===== src/common/wdts_pkg.sv =====
package wdts_pkg;

  // ---------------------------------------------------------------
  // bus geometry and register offsets
  // ---------------------------------------------------------------
  localparam int ADDR_W = 8;
  localparam int DATA_W = 32;
  localparam logic [7:0] CTRL_OFFSET = 8'h00;
  localparam logic [7:0] STATUS_OFFSET = 8'h04;
  localparam logic [7:0] MASK_OFFSET = 8'h08;

  // ---------------------------------------------------------------
  // control register layout
  // ---------------------------------------------------------------
  localparam int FLAG_BIT = 7;
  localparam int IRQ_EN_BIT = 6;
  localparam int SEL_MSB_BIT = 5;
  localparam int UNLOCK_BIT = 4;
  localparam int ENABLE_BIT = 3;
  localparam int SEL_LO_TOP = 2;
  localparam logic [7:0] CTRL_RESET = 8'h00;

  // ---------------------------------------------------------------
  // event status layout
  // ---------------------------------------------------------------
  localparam int EVT_W = 2;
  localparam int EVT_TIMEOUT_IRQ = 0;
  localparam int EVT_SYS_RESET = 1;
  localparam logic [1:0] EVT_RESET = 2'h0;

  // ---------------------------------------------------------------
  // timing and vectors
  // ---------------------------------------------------------------
  localparam int SEL_W = 4;
  localparam logic [3:0] SEL_MAX_VALID = 4'h9;
  localparam int CNT_W = 21;
  localparam logic [20:0] BASE_CYCLES = 21'h000800;
  localparam logic [2:0] UNLOCK_CYCLES = 3'h4;
  localparam logic [15:0] RESET_VECTOR = 16'h0000;

  // reserved codes fall back to the longest valid period
  function automatic logic [3:0] fold_sel(input logic [3:0] code);
    fold_sel = (code > SEL_MAX_VALID) ? SEL_MAX_VALID : code;
  endfunction

  // last count value of a period: 2048 << sel, minus one
  function automatic logic [20:0] period_last(input logic [3:0] sel);
    period_last = (BASE_CYCLES << fold_sel(sel)) - 21'h000001;
  endfunction

endpackage


===== src/common/wdts_cnt_if.sv =====
`timescale 1ns/1ns
interface wdts_cnt_if;
  logic run;
  logic [3:0] sel;
  logic tick;
  logic timeout;

  modport ctl (output run, output sel, output tick, input timeout);
  modport cnt (input run, input sel, input tick, output timeout);
endinterface


===== src/core/wdts_top.sv =====
// Design decisions made here: register access over APB and the register offsets.
`timescale 1ns/1ns
// Summary of operation
// - select field is control bit 5 over control bits 2:0
// - select field sets the period whenever the timer runs
// - codes 0 to 9 count 2048 doubling to 1048576 oscillator cycles
// - reserved codes 10 to 15 fall back to a valid code
// - watchdog reset uses the common reset vector 0x0000
// - both enables clear stops; irq enable interrupts; enable resets; both interrupt first
// - unlock needed to change select or clear enable; self-clears after four cycles
// - time-out with enable set clears irq enable so next time-out resets
// - flag set on interrupt time-out; cleared by vector ack or write one
module wdts_top
(
  input wire logic pclk,
  input wire logic presetn,
  input wire logic psel,
  input wire logic penable,
  input wire logic pwrite,
  input wire logic [7:0] paddr,
  input wire logic [31:0] pwdata,
  output logic [31:0] prdata,
  output logic pready,
  output logic pslverr,
  input wire logic dog_osc,
  input wire logic vector_ack,
  output logic timeout_irq_req,
  output logic sys_reset_req,
  output logic [15:0] reset_vector,
  output logic irq
);

  wdts_cnt_if cif ();

  logic osc_rise;
  logic pready_reg;
  logic pslverr_reg;
  logic [31:0] prdata_reg;
  logic flag_reg;
  logic flag_next;
  logic irq_en_reg;
  logic irq_en_next;
  logic enable_reg;
  logic enable_next;
  logic [3:0] sel_reg;
  logic [3:0] sel_next;
  logic unlock_reg;
  logic [2:0] unlock_cnt_reg;
  logic [1:0] status_reg;
  logic [1:0] status_next;
  logic [1:0] mask_reg;
  logic sys_reset_reg;
  logic [15:0] reset_vector_reg;
  logic vec_req_reg;
  logic irq_reg;

  // ---------------------------------------------------------------
  // oscillator pin sync and counter
  // ---------------------------------------------------------------
  wdts_osc_sync u_sync
  (
    .pclk(pclk),
    .presetn(presetn),
    .osc_pin(dog_osc),
    .osc_rise(osc_rise)
  );

  wdts_counter u_counter
  (
    .pclk(pclk),
    .presetn(presetn),
    .cif(cif)
  );

  // counter runs while either enable is set
  assign cif.run = enable_reg | irq_en_reg;
  assign cif.sel = wdts_pkg::fold_sel(sel_reg);
  assign cif.tick = osc_rise;

  // ---------------------------------------------------------------
  // apb decode
  // ---------------------------------------------------------------
  wire logic access = psel & penable;
  wire logic done = access & pready_reg;
  wire logic hit_ctrl = (paddr == wdts_pkg::CTRL_OFFSET);
  wire logic hit_status = (paddr == wdts_pkg::STATUS_OFFSET);
  wire logic hit_mask = (paddr == wdts_pkg::MASK_OFFSET);
  wire logic hit_any = hit_ctrl | hit_status | hit_mask;
  wire logic wr_ctrl = done & pwrite & hit_ctrl;
  wire logic wr_mask = done & pwrite & hit_mask;
  wire logic rd_status = done & ~pwrite & hit_status;

  // control word as software sees it
  wire logic [7:0] ctrl_view = {flag_reg, irq_en_reg, sel_reg[3], unlock_reg,
                                enable_reg, sel_reg[2:0]};
  wire logic [31:0] rd_word = hit_ctrl ? {24'h000000, ctrl_view} :
                              hit_status ? {30'h00000000, status_reg} :
                              hit_mask ? {30'h00000000, mask_reg} : 32'h00000000;

  // ---------------------------------------------------------------
  // time-out actions
  // ---------------------------------------------------------------
  wire logic tmo = cif.timeout;
  wire logic tmo_irq = tmo & irq_en_reg;
  wire logic tmo_rst = tmo & enable_reg & ~irq_en_reg;
  // arming needs unlock and enable written together
  wire logic arm_unlock = wr_ctrl & pwdata[wdts_pkg::UNLOCK_BIT] &
                          pwdata[wdts_pkg::ENABLE_BIT];
  wire logic [1:0] events = {tmo_rst, tmo_irq};

  // ---------------------------------------------------------------
  // control next-state
  // ---------------------------------------------------------------
  always_comb
  begin
    flag_next = flag_reg;
    if (vector_ack)
      flag_next = 1'b0;
    if (wr_ctrl && pwdata[wdts_pkg::FLAG_BIT])
      flag_next = 1'b0;
    if (tmo_irq)
      flag_next = 1'b1;

    irq_en_next = irq_en_reg;
    if (wr_ctrl)
      irq_en_next = pwdata[wdts_pkg::IRQ_EN_BIT];
    if (tmo && enable_reg && irq_en_reg)
      irq_en_next = 1'b0;

    // setting enable is free, clearing it needs the unlock window
    enable_next = enable_reg;
    if (wr_ctrl && pwdata[wdts_pkg::ENABLE_BIT])
      enable_next = 1'b1;
    else if (wr_ctrl && unlock_reg)
      enable_next = 1'b0;

    sel_next = sel_reg;
    if (wr_ctrl && unlock_reg)
      sel_next = {pwdata[wdts_pkg::SEL_MSB_BIT], pwdata[wdts_pkg::SEL_LO_TOP:0]};
  end

  // ---------------------------------------------------------------
  // control registers
  // ---------------------------------------------------------------
  always_ff @(posedge pclk or negedge presetn)
  begin
    if (!presetn)
    begin
      flag_reg <= wdts_pkg::CTRL_RESET[wdts_pkg::FLAG_BIT];
      irq_en_reg <= wdts_pkg::CTRL_RESET[wdts_pkg::IRQ_EN_BIT];
      enable_reg <= wdts_pkg::CTRL_RESET[wdts_pkg::ENABLE_BIT];
      sel_reg <= 4'h0;
    end
    else
    begin
      flag_reg <= flag_next;
      irq_en_reg <= irq_en_next;
      enable_reg <= enable_next;
      sel_reg <= sel_next;
    end
  end

  // ---------------------------------------------------------------
  // unlock window, four pclk cycles from the arming write
  // ---------------------------------------------------------------
  // re-arming inside the window restarts it; only repeated arming writes hold it open longer
  always_ff @(posedge pclk or negedge presetn)
  begin
    if (!presetn)
    begin
      unlock_reg <= 1'b0;
      unlock_cnt_reg <= 3'h0;
    end
    else if (arm_unlock)
    begin
      unlock_reg <= 1'b1;
      unlock_cnt_reg <= wdts_pkg::UNLOCK_CYCLES;
    end
    else if (unlock_cnt_reg != 3'h0)
    begin
      unlock_reg <= (unlock_cnt_reg != 3'h1);
      unlock_cnt_reg <= unlock_cnt_reg - 3'h1;
    end
  end

  // ---------------------------------------------------------------
  // event status, clear on read, set wins
  // ---------------------------------------------------------------
  // only the bits actually returned are cleared, so a late event survives
  always_comb
  begin
    status_next = status_reg;
    if (rd_status)
      status_next = status_reg & ~prdata_reg[wdts_pkg::EVT_W-1:0];
    status_next = status_next | events;
  end

  always_ff @(posedge pclk or negedge presetn)
  begin
    if (!presetn)
    begin
      status_reg <= wdts_pkg::EVT_RESET;
      mask_reg <= wdts_pkg::EVT_RESET;
      irq_reg <= 1'b0;
    end
    else
    begin
      status_reg <= status_next;
      if (wr_mask)
        mask_reg <= pwdata[wdts_pkg::EVT_W-1:0];
      irq_reg <= |(status_reg & mask_reg);
    end
  end

  // ---------------------------------------------------------------
  // reset request and interrupt request outputs
  // ---------------------------------------------------------------
  always_ff @(posedge pclk or negedge presetn)
  begin
    if (!presetn)
    begin
      sys_reset_reg <= 1'b0;
      reset_vector_reg <= wdts_pkg::RESET_VECTOR;
      vec_req_reg <= 1'b0;
    end
    else
    begin
      sys_reset_reg <= tmo_rst;
      if (tmo_rst)
        reset_vector_reg <= wdts_pkg::RESET_VECTOR;
      vec_req_reg <= flag_next;
    end
  end

  // ---------------------------------------------------------------
  // apb answer: one wait state, error on unmapped offsets
  // ---------------------------------------------------------------
  always_ff @(posedge pclk or negedge presetn)
  begin
    if (!presetn)
    begin
      pready_reg <= 1'b0;
      pslverr_reg <= 1'b0;
      prdata_reg <= 32'h00000000;
    end
    else
    begin
      pready_reg <= access & ~pready_reg;
      pslverr_reg <= access & ~pready_reg & ~hit_any;
      if (access && !pready_reg)
        prdata_reg <= pwrite ? 32'h00000000 : rd_word;
    end
  end

  assign prdata = prdata_reg;
  assign pready = pready_reg;
  assign pslverr = pslverr_reg;
  assign timeout_irq_req = vec_req_reg;
  assign sys_reset_req = sys_reset_reg;
  assign reset_vector = reset_vector_reg;
  assign irq = irq_reg;

  // ---------------------------------------------------------------
  // checks
  // ---------------------------------------------------------------
  a_unlock_armed: assert property (@(posedge pclk) disable iff (!presetn)
    arm_unlock |=> unlock_reg && (unlock_cnt_reg == 3'h4))
    else $error("unlock not armed by write");

  a_unlock_expire: assert property (@(posedge pclk) disable iff (!presetn)
    (unlock_cnt_reg == 3'h1) && !arm_unlock |=> !unlock_reg)
    else $error("unlock outlived its window");

  a_sel_locked: assert property (@(posedge pclk) disable iff (!presetn)
    wr_ctrl && !unlock_reg |=> $stable(sel_reg))
    else $error("select changed without unlock");

  a_enable_kept: assert property (@(posedge pclk) disable iff (!presetn)
    wr_ctrl && !unlock_reg && enable_reg |=> enable_reg)
    else $error("enable cleared without unlock");

  a_sel_field: assert property (@(posedge pclk) disable iff (!presetn)
    wr_ctrl && unlock_reg |=> sel_reg == {$past(pwdata[5]), $past(pwdata[2:0])})
    else $error("select field misassembled");

  a_reserved_fold: assert property (@(posedge pclk) disable iff (!presetn)
    sel_reg > 4'h9 |-> cif.sel == 4'h9)
    else $error("reserved code not folded");

  a_ie_cleared: assert property (@(posedge pclk) disable iff (!presetn)
    tmo && enable_reg && irq_en_reg |=> !irq_en_reg && flag_reg && timeout_irq_req)
    else $error("interrupt-first sequence broken");

  a_reset_pulse: assert property (@(posedge pclk) disable iff (!presetn)
    tmo_rst |=> sys_reset_req && (reset_vector == 16'h0000) ##1 !sys_reset_req)
    else $error("reset request wrong");

  a_flag_wins: assert property (@(posedge pclk) disable iff (!presetn)
    tmo_irq |=> flag_reg)
    else $error("time-out flag lost");

endmodule // wdts_top


===== src/core/wdts_osc_sync.sv =====
`timescale 1ns/1ns
module wdts_osc_sync
(
  input wire logic pclk,
  input wire logic presetn,
  input wire logic osc_pin,
  output logic osc_rise
);

  logic meta_reg;
  logic sync_reg;
  logic prev_reg;
  logic rise_reg;

  // ---------------------------------------------------------------
  // two-stage sync, then edge detect on the settled stage only
  // ---------------------------------------------------------------
  always_ff @(posedge pclk or negedge presetn)
  begin
    if (!presetn)
    begin
      meta_reg <= 1'b0;
      sync_reg <= 1'b0;
      prev_reg <= 1'b0;
      rise_reg <= 1'b0;
    end
    else
    begin
      meta_reg <= osc_pin;
      sync_reg <= meta_reg;
      prev_reg <= sync_reg;
      rise_reg <= sync_reg & ~prev_reg;
    end
  end

  assign osc_rise = rise_reg;

endmodule // wdts_osc_sync


===== src/core/wdts_counter.sv =====
`timescale 1ns/1ns
module wdts_counter
(
  input wire logic pclk,
  input wire logic presetn,
  wdts_cnt_if.cnt cif
);

  logic [20:0] count_reg;
  logic [20:0] count_next;
  logic timeout_reg;
  wire logic at_last;

  // ---------------------------------------------------------------
  // oscillator cycle counter
  // ---------------------------------------------------------------
  assign at_last = (count_reg >= wdts_pkg::period_last(cif.sel));

  // a shortened period never strands the count above its end
  always_comb
  begin
    if (!cif.run)
      count_next = '0;
    else if (cif.tick && at_last)
      count_next = '0;
    else if (cif.tick)
      count_next = count_reg + 21'h000001;
    else
      count_next = count_reg;
  end

  always_ff @(posedge pclk or negedge presetn)
  begin
    if (!presetn)
    begin
      count_reg <= '0;
      timeout_reg <= 1'b0;
    end
    else
    begin
      count_reg <= count_next;
      timeout_reg <= cif.run & cif.tick & at_last;
    end
  end

  assign cif.timeout = timeout_reg;

  // ---------------------------------------------------------------
  // checks
  // ---------------------------------------------------------------
  a_restart_zero: assert property (@(posedge pclk) disable iff (!presetn)
    timeout_reg |-> count_reg == 21'h000000)
    else $error("count did not restart after time-out");

  a_stopped_idle: assert property (@(posedge pclk) disable iff (!presetn)
    !cif.run |=> (count_reg == 21'h000000) && !timeout_reg)
    else $error("stopped timer still counting");

endmodule // wdts_counter


===== config.mk =====
export PLATFORM = sky130hd
export DESIGN_NAME = wdts_top
export DESIGN_NICKNAME = d
export VERILOG_FILES = /design/src/common/wdts_pkg.sv /design/src/common/wdts_cnt_if.sv /design/src/core/wdts_top.sv /design/src/core/wdts_osc_sync.sv /design/src/core/wdts_counter.sv
export SDC_FILE = /design/constraint.sdc
export NUM_CORES = 1
export LEC_CHECK = 0
export ABC_AREA = 1
export BUFFER_PORTS_ARGS = -buffer_cell sky130_fd_sc_hd__buf_4
export CORE_UTILIZATION = 50
export CTS_BUF_LIST = sky130_fd_sc_hd__clkbuf_8
export CTS_CLUSTER_SIZE = 28
export DETAILED_ROUTE_END_ITERATION = 7
export HOLD_SLACK_MARGIN = 0.05
export PLACE_DENSITY = 0.85
export SYNTH_ARGS = -nofsm -noshare
export SYNTH_HDL_FRONTEND = slang
export SYNTH_SLANG_ARGS = --single-unit

===== constraint.sdc =====
create_clock -name pclk -period 4.65 [get_ports pclk]
set_input_delay 1.395 -clock pclk [delete_from_list [all_inputs] [get_ports pclk]]
set_output_delay 1.395 -clock pclk [all_outputs]
set_load 0.03 [all_outputs]

Yosys cells after proc, flatten, opt, wreduce, memory -nomap -nowiden

Index checks and enable logic that the tools add are counted.
W data, S select, Z words.

Bitwise gates (word level): 29
Order comparisons: 3
Reduce and logical (&&, ||, !) cells: 15
Multiplexer cells: 21
Equal/unequal tests: 4
Shifts and indexed selects: 1
Add/subtract/negate cells: 3

Operators with widths:

| operator                | number |
|---|---|
| $mux W21                | 3 |
| $add A21 B1 Y21 const B | 1 |
| $ge A21 B21 Y1          | 1 |
| $shl A12 B4 Y21 const A | 1 |
| $sub A21 B1 Y21 const B | 1 |
| $and A1 B1 Y1           | 17 |
| $mux W8                 | 2 |
| $mux W1                 | 9 |
| $eq A8 B3 Y1 const B    | 1 |
| $eq A8 B4 Y1 const B    | 1 |
| $gt A4 B4 Y1 const B    | 2 |
| $logic_not A8 Y1        | 1 |
| $mux W4                 | 2 |
| $logic_and A1 B1 Y1     | 7 |
| $mux W2                 | 3 |
| $mux W3                 | 2 |
| $reduce_bool A2 Y1      | 3 |
| $reduce_bool A3 Y1      | 2 |
| $not A1 Y1              | 5 |
| $and A2 B2 Y2           | 2 |
| $ne A3 B1 Y1 const B    | 1 |
| $ne A3 B3 Y1 const B    | 1 |
| $or A1 B1 Y1            | 3 |
| $sub A3 B1 Y3 const B   | 1 |
| other kinds (4)         | 4 |

Output and inout port bits: 53
Input bits: 47
Logic and storage cells: 95
Flip-flop bits (word level): 77

Longest topological paths before layout

Depth after elaboration: 10
Mapped depth: 18
Mapped depth without buffers: 17

Hierarchy

From an unflattened synthesis, not the netlist that was laid out.

Cells, all modules: 499
Area, all modules: 3601.0 µm²

Modules (own cells, without submodules):

| module        | area an instance (µm²) | cells an instance | sequential area each (µm²) | times used |
|---|---|---|---|---|
| wdts_counter  | 1878.1                 | 296               | 550.5                      | 1 |
| wdts_top      | 1612.8                 | 197               | 675.6                      | 1 |
| wdts_osc_sync | 110.1                  | 6                 | 100.1                      | 1 |

Least setup slack after synthesis

No wires, ideal clock.

Path type: input to register
From: input port paddr[1]
To: register sel_reg[0]
Arrival time: 2.331 ns
Path buffers: 0
Setup slack: 2.192 ns
Stages on the path: 6
Library setup time: 0.127 ns
Cell sequence: nor2_1 -> nand2_1 -> nor3_4 -> nand2_2 -> nor2_4 -> o21ai_0

Longest elaborated chain between the ends: 3

RTL lines:

| item                 | line            | RTL |
|---|---|---|
| start, declared      | wdts_top.sv:20  | `input wire logic [7:0] paddr,` |
| $logic_not A8 Y1     | wdts_top.sv:85  | `wire logic hit_ctrl = (paddr == wdts_pkg::CTRL_OFFSET);` |
| $and A1 B1 Y1        | wdts_top.sv:89  | `wire logic wr_ctrl = done & pwrite & hit_ctrl;` |
| $logic_and A1 B1 Y1  | wdts_top.sv:138 | `if (wr_ctrl && unlock_reg)` |
| end signal, assigned | wdts_top.sv:159 | `sel_reg <= sel_next;` |
| end, declared        | wdts_top.sv:45  | `logic [3:0] sel_reg;` |

No other way between the ends.
A chain may end at the register's enable or synchronous reset.

Worst setup path after layout

From: register sel_reg[2]
To: register u_counter.count_reg[20]

Longest elaborated chain between the ends: 10
Elaborated cells between the ends (all ways): 11
Classes of those cells: add/sub: 1; order compare: 3; eq/ne: 1; shift: 1; mux: 4; reduce/logical: 1

RTL lines:

| item                    | line               | RTL |
|---|---|---|
| $gt A4 B4 Y1            | wdts_pkg.sv:43     | `fold_sel = (code > SEL_MAX_VALID) ? SEL_MAX_VALID : code;` |
| $mux W4 (*)             | wdts_pkg.sv:43     |  |
| $gt A4 B4 Y1            | wdts_pkg.sv:43     |  |
| $mux W4 (*)             | wdts_pkg.sv:43     |  |
| $shl A12 B4 Y21 (*)     | wdts_pkg.sv:48     | `period_last = (BASE_CYCLES << fold_sel(sel)) - 21'h000001;` |
| $sub A21 B1 Y21 (*)     | wdts_pkg.sv:48     |  |
| $ge A21 B21 Y1 (*)      | wdts_counter.sv:17 | `assign at_last = (count_reg >= wdts_pkg::period_last(cif.sel));` |
| $logic_and A1 B1 Y1 (*) | wdts_counter.sv:24 | `else if (cif.tick && at_last)` |
| $mux W21                | wdts_counter.sv:24 |  |
| $mux W21                | wdts_counter.sv:22 | `if (!cif.run)` |
| end signal, assigned    | wdts_counter.sv:41 | `count_reg <= count_next;` |
| end, declared           | wdts_counter.sv:9  | `logic [20:0] count_reg;` |

Every way passes the cells marked *; elsewhere a longest branch is shown, timed or not.

==> results.yml <==
sta:
  whs_ns: 0.369
  tns_ns: 0
  finalWorstSetupSlack_ns: 2.16
  finalCritPeriodShare_pct: 53.6
  setup_violations: 0
  finalMaxSlewViolations: 0
  hold_viol: 0
  slew_headroom_pct: 55.2
  max_freq_mhz: 402
  rsz0062_at_grt: "false"
  tightest_slew_ns: 0.672
  finalCriticalPeriod_ns: 2.49
  finalClockSkew_ns: 0.00611
floorplanning:
  start_util_pct: 51.6
  die_area_mm2: 0.00731
  rows: 30
  die_y_um: 85.5
  pin_count: 100
  core_mm2: 0.00676
  die_w_um: 85.5
power:
  p_per_area_mw_per_mm2: 320
  ir_drop_mv: 0.263
  sequentialPowerShare_pct: 50.6
  p_clk_share_pct: 24.1
  leakage_nw: 1.98
  p_sw_mw: 0.454
  intPower_mw: 0.758
  switching_share_pct: 37.5
  p_comb_share_pct: 25.3
final_layout:
  fin_cells: 597
  design_area_mm2: 0.00378
  layout-drive-gt1-share_pct: 11.6
  syn2layout_area_growth_pct: 8.62
  antenna_cells: 0
  largest_reg_flops: 21
  final_nets: 578
clocking:
  clock_latency_ns: 0.32
  hold_buffers: 0
  cts_resized: 0
  clockRootBuffer: "clkbuf_8"
  cts_tree: "done"
  clk_pin_slew_ns: 0.10
  post_cts_buffers: 0
  cts_made_buffers: 5
  htree_levels: 2
  cts_buffer_depth: 2
  cts.sinks: 53
drt:
  wl_um: 7140
  drt_iter0_drc: 147
  vias: 2980
  final_antenna_net_count: 0
  routedWlPerCell_um: 12.0
  drc: 0
  viasPerCell: 4.99
  first_pass_iters: 4
critical_path:
  crit_fanout: 18
  r2r_end: "u_counter.count_reg[20]$_DFFE_PN0P_"
  ff2ff_path_depth: 13
  ff2ff_setup_slack_ns: 2.16
  crit_path_start_kind: "flip-flop"
  reg2reg_from: "sel_reg[2]$_DFFE_PN0P_"
  cp.required_ns: 4.87
  end_kind: "flip-flop"
  cp.arrival_ns: 2.71
  criticalPathCategory: "reg -> reg"
grt:
  grt_max_degree: 54
  grtUsageTotal_pct: 21.4
  grt_antenna_before_repair: 0
  grt_pass1_wl_um: 12400
  overflow: 0
  grt_pass1_vias: 2844
placed_design:
  post_dp_cell_area_mm2: 0.00369
  io_buffers: 35
  dp_slack_ns: 1.85
  place_congestion: 0.852
  place_inst: 589
  dp_hpwl_um: 5300
logic_synthesis:
  syn_inst: 477
  yosysSeqAreaShare_pct: 38.1
  avgSynthCellArea_um2: 7.31
  ys_warn_count: 0
  syn-cell-area_mm2: 0.00348
  synth.distinct_cells: 32
  yosys_register_bits: 53
min_path:
  min-delay-start: "u_sync.meta_reg$_DFF_PN0_"
  min_to: "u_sync.sync_reg$_DFF_PN0_"
  whs_path_depth: 0
  hold_path_class: "reg -> reg"
run:
  max_cap_violations: 0
outcome:
  outcome: "finished, final reports clean"
==> layer usage <==
layer	up-vias	wire, um	global-route usage (%)
li1	1502	-	-
met1	1388	3060	26.1
met2	75	3580	37.1
met3	15	342	4.28
met4	0	153	8.64
met5	-	0	0
==> cells by family after synthesis <==
kind of cell,after synthesis,share of synthesized area (%)
AO/OA/AOI/OAI,44,6.82
adder cells (fa/ha/maj),15,5.39
buffers and inverters,91,14.3
other,2,0.216
flip-flops,53,38.1
AND/OR/NAND/NOR,261,32.4
XOR/XNOR,11,2.77
==> power by group through the flow <==
stage | combinational (mW) | sequential (mW) | clock (mW)
global route | 0.353 | 0.624 | 0.318
CTS | 0.307 | 0.611 | 0.299
floorplan | 0.261 | 0.600 | 0
detailed placement | 0.307 | 0.618 | 0
finish | 0.306 | 0.613 | 0.292
global placement | 0.290 | 0.615 | 0
==> how the worst max path moves through the flow <==
stage                            from                                   to  slack, ns  cells past startpoint
2_1_floorplan                paddr[1]               sel_reg[0]$_DFFE_PN0P_       2.19                      6
3_3_place_gp                 paddr[1]        unlock_cnt_reg[0]$_DFFE_PN0P_       1.91                      7
3_5_place_dp                 paddr[1]        unlock_cnt_reg[1]$_DFFE_PN0P_       1.85                      7
4_1_cts        sel_reg[2]$_DFFE_PN0P_  u_counter.count_reg[10]$_DFFE_PN0P_       2.15                     13
5_1_grt        sel_reg[2]$_DFFE_PN0P_  u_counter.count_reg[20]$_DFFE_PN0P_       1.90                     13
6_report       sel_reg[2]$_DFFE_PN0P_  u_counter.count_reg[20]$_DFFE_PN0P_       2.16                     13
==> placed cells by master, fill, tap and decap left out, types with 2 or more instances in the layout <==
cell and instances:
nor2_1 65, nand2_4 2, a211oi_1 2, buf_4 37, o21ai_0 24, clkbuf_8 6
nor2_4 3, dfrtp_1 53, conb_1 41, nand4_1 11, nor3_1 3, nor2_2 4
ha_1 15, nand3_1 20, nand2_1 146, a21oi_1 12, xnor2_1 8, inv_1 46
nand2_2 3, xor2_1 3
==> final cells by class <==
cell class | instances | area [um2]
inverters | 47 | 176
multi-input cells | 372 | 1810
clock buffers | 6 | 82.6
fillers | 626 | 2970
clock inverters | 2 | 16.3
repair buffers | 37 | 278
flip-flops and latches | 53 | 1330
well taps | 80 | 100
==> synthesized netlist by cell type, drive strengths merged <==
cell type	number	area share, %
a211oi	2	0.43
a21o	1	0.22
a21oi	12	1.7
a22o	1	0.25
buf	41	8.9
clkbuf	3	0.32
clkinv	1	0.11
conb	2	0.22
dfrtp	53	38
ha	15	5.4
inv	46	5.0
nand2	151	17
nand3	21	3.2
nand3b	1	0.57
nand4	11	2.0
nor2	72	8.7
nor3	4	0.90
nor3b	1	0.22
o211ai	1	0.22
o21ai	25	3.6
o21bai	1	0.22
o22ai	1	0.18
xnor2	8	2.0
xor2	3	0.75
==> per-stage QoR <==
stage          util (%)  power [mW]
6_report           56.0        1.21
5_1_grt            56.0        1.29
2_1_floorplan         -       0.860
4_1_cts            56.0        1.22
3_5_place_dp       54.6       0.926
3_3_place_gp       54.6       0.905
==> critical path: stages, from the launching register on <==
cell,delay (ns)
dfrtp_1,0.46
nor2_1,0.23
nand3_1,0.11
ha_1,0.23
xnor2_1,0.15
inv_1,0.06
ha_1,0.28
nand4_1,0.10
nor2_1,0.20
nand3b_4,0.13
nand3_2,0.12
nand2_4,0.14
nand2_1,0.10
nand2_1,0.05
(Power assumes the default switching activity.)
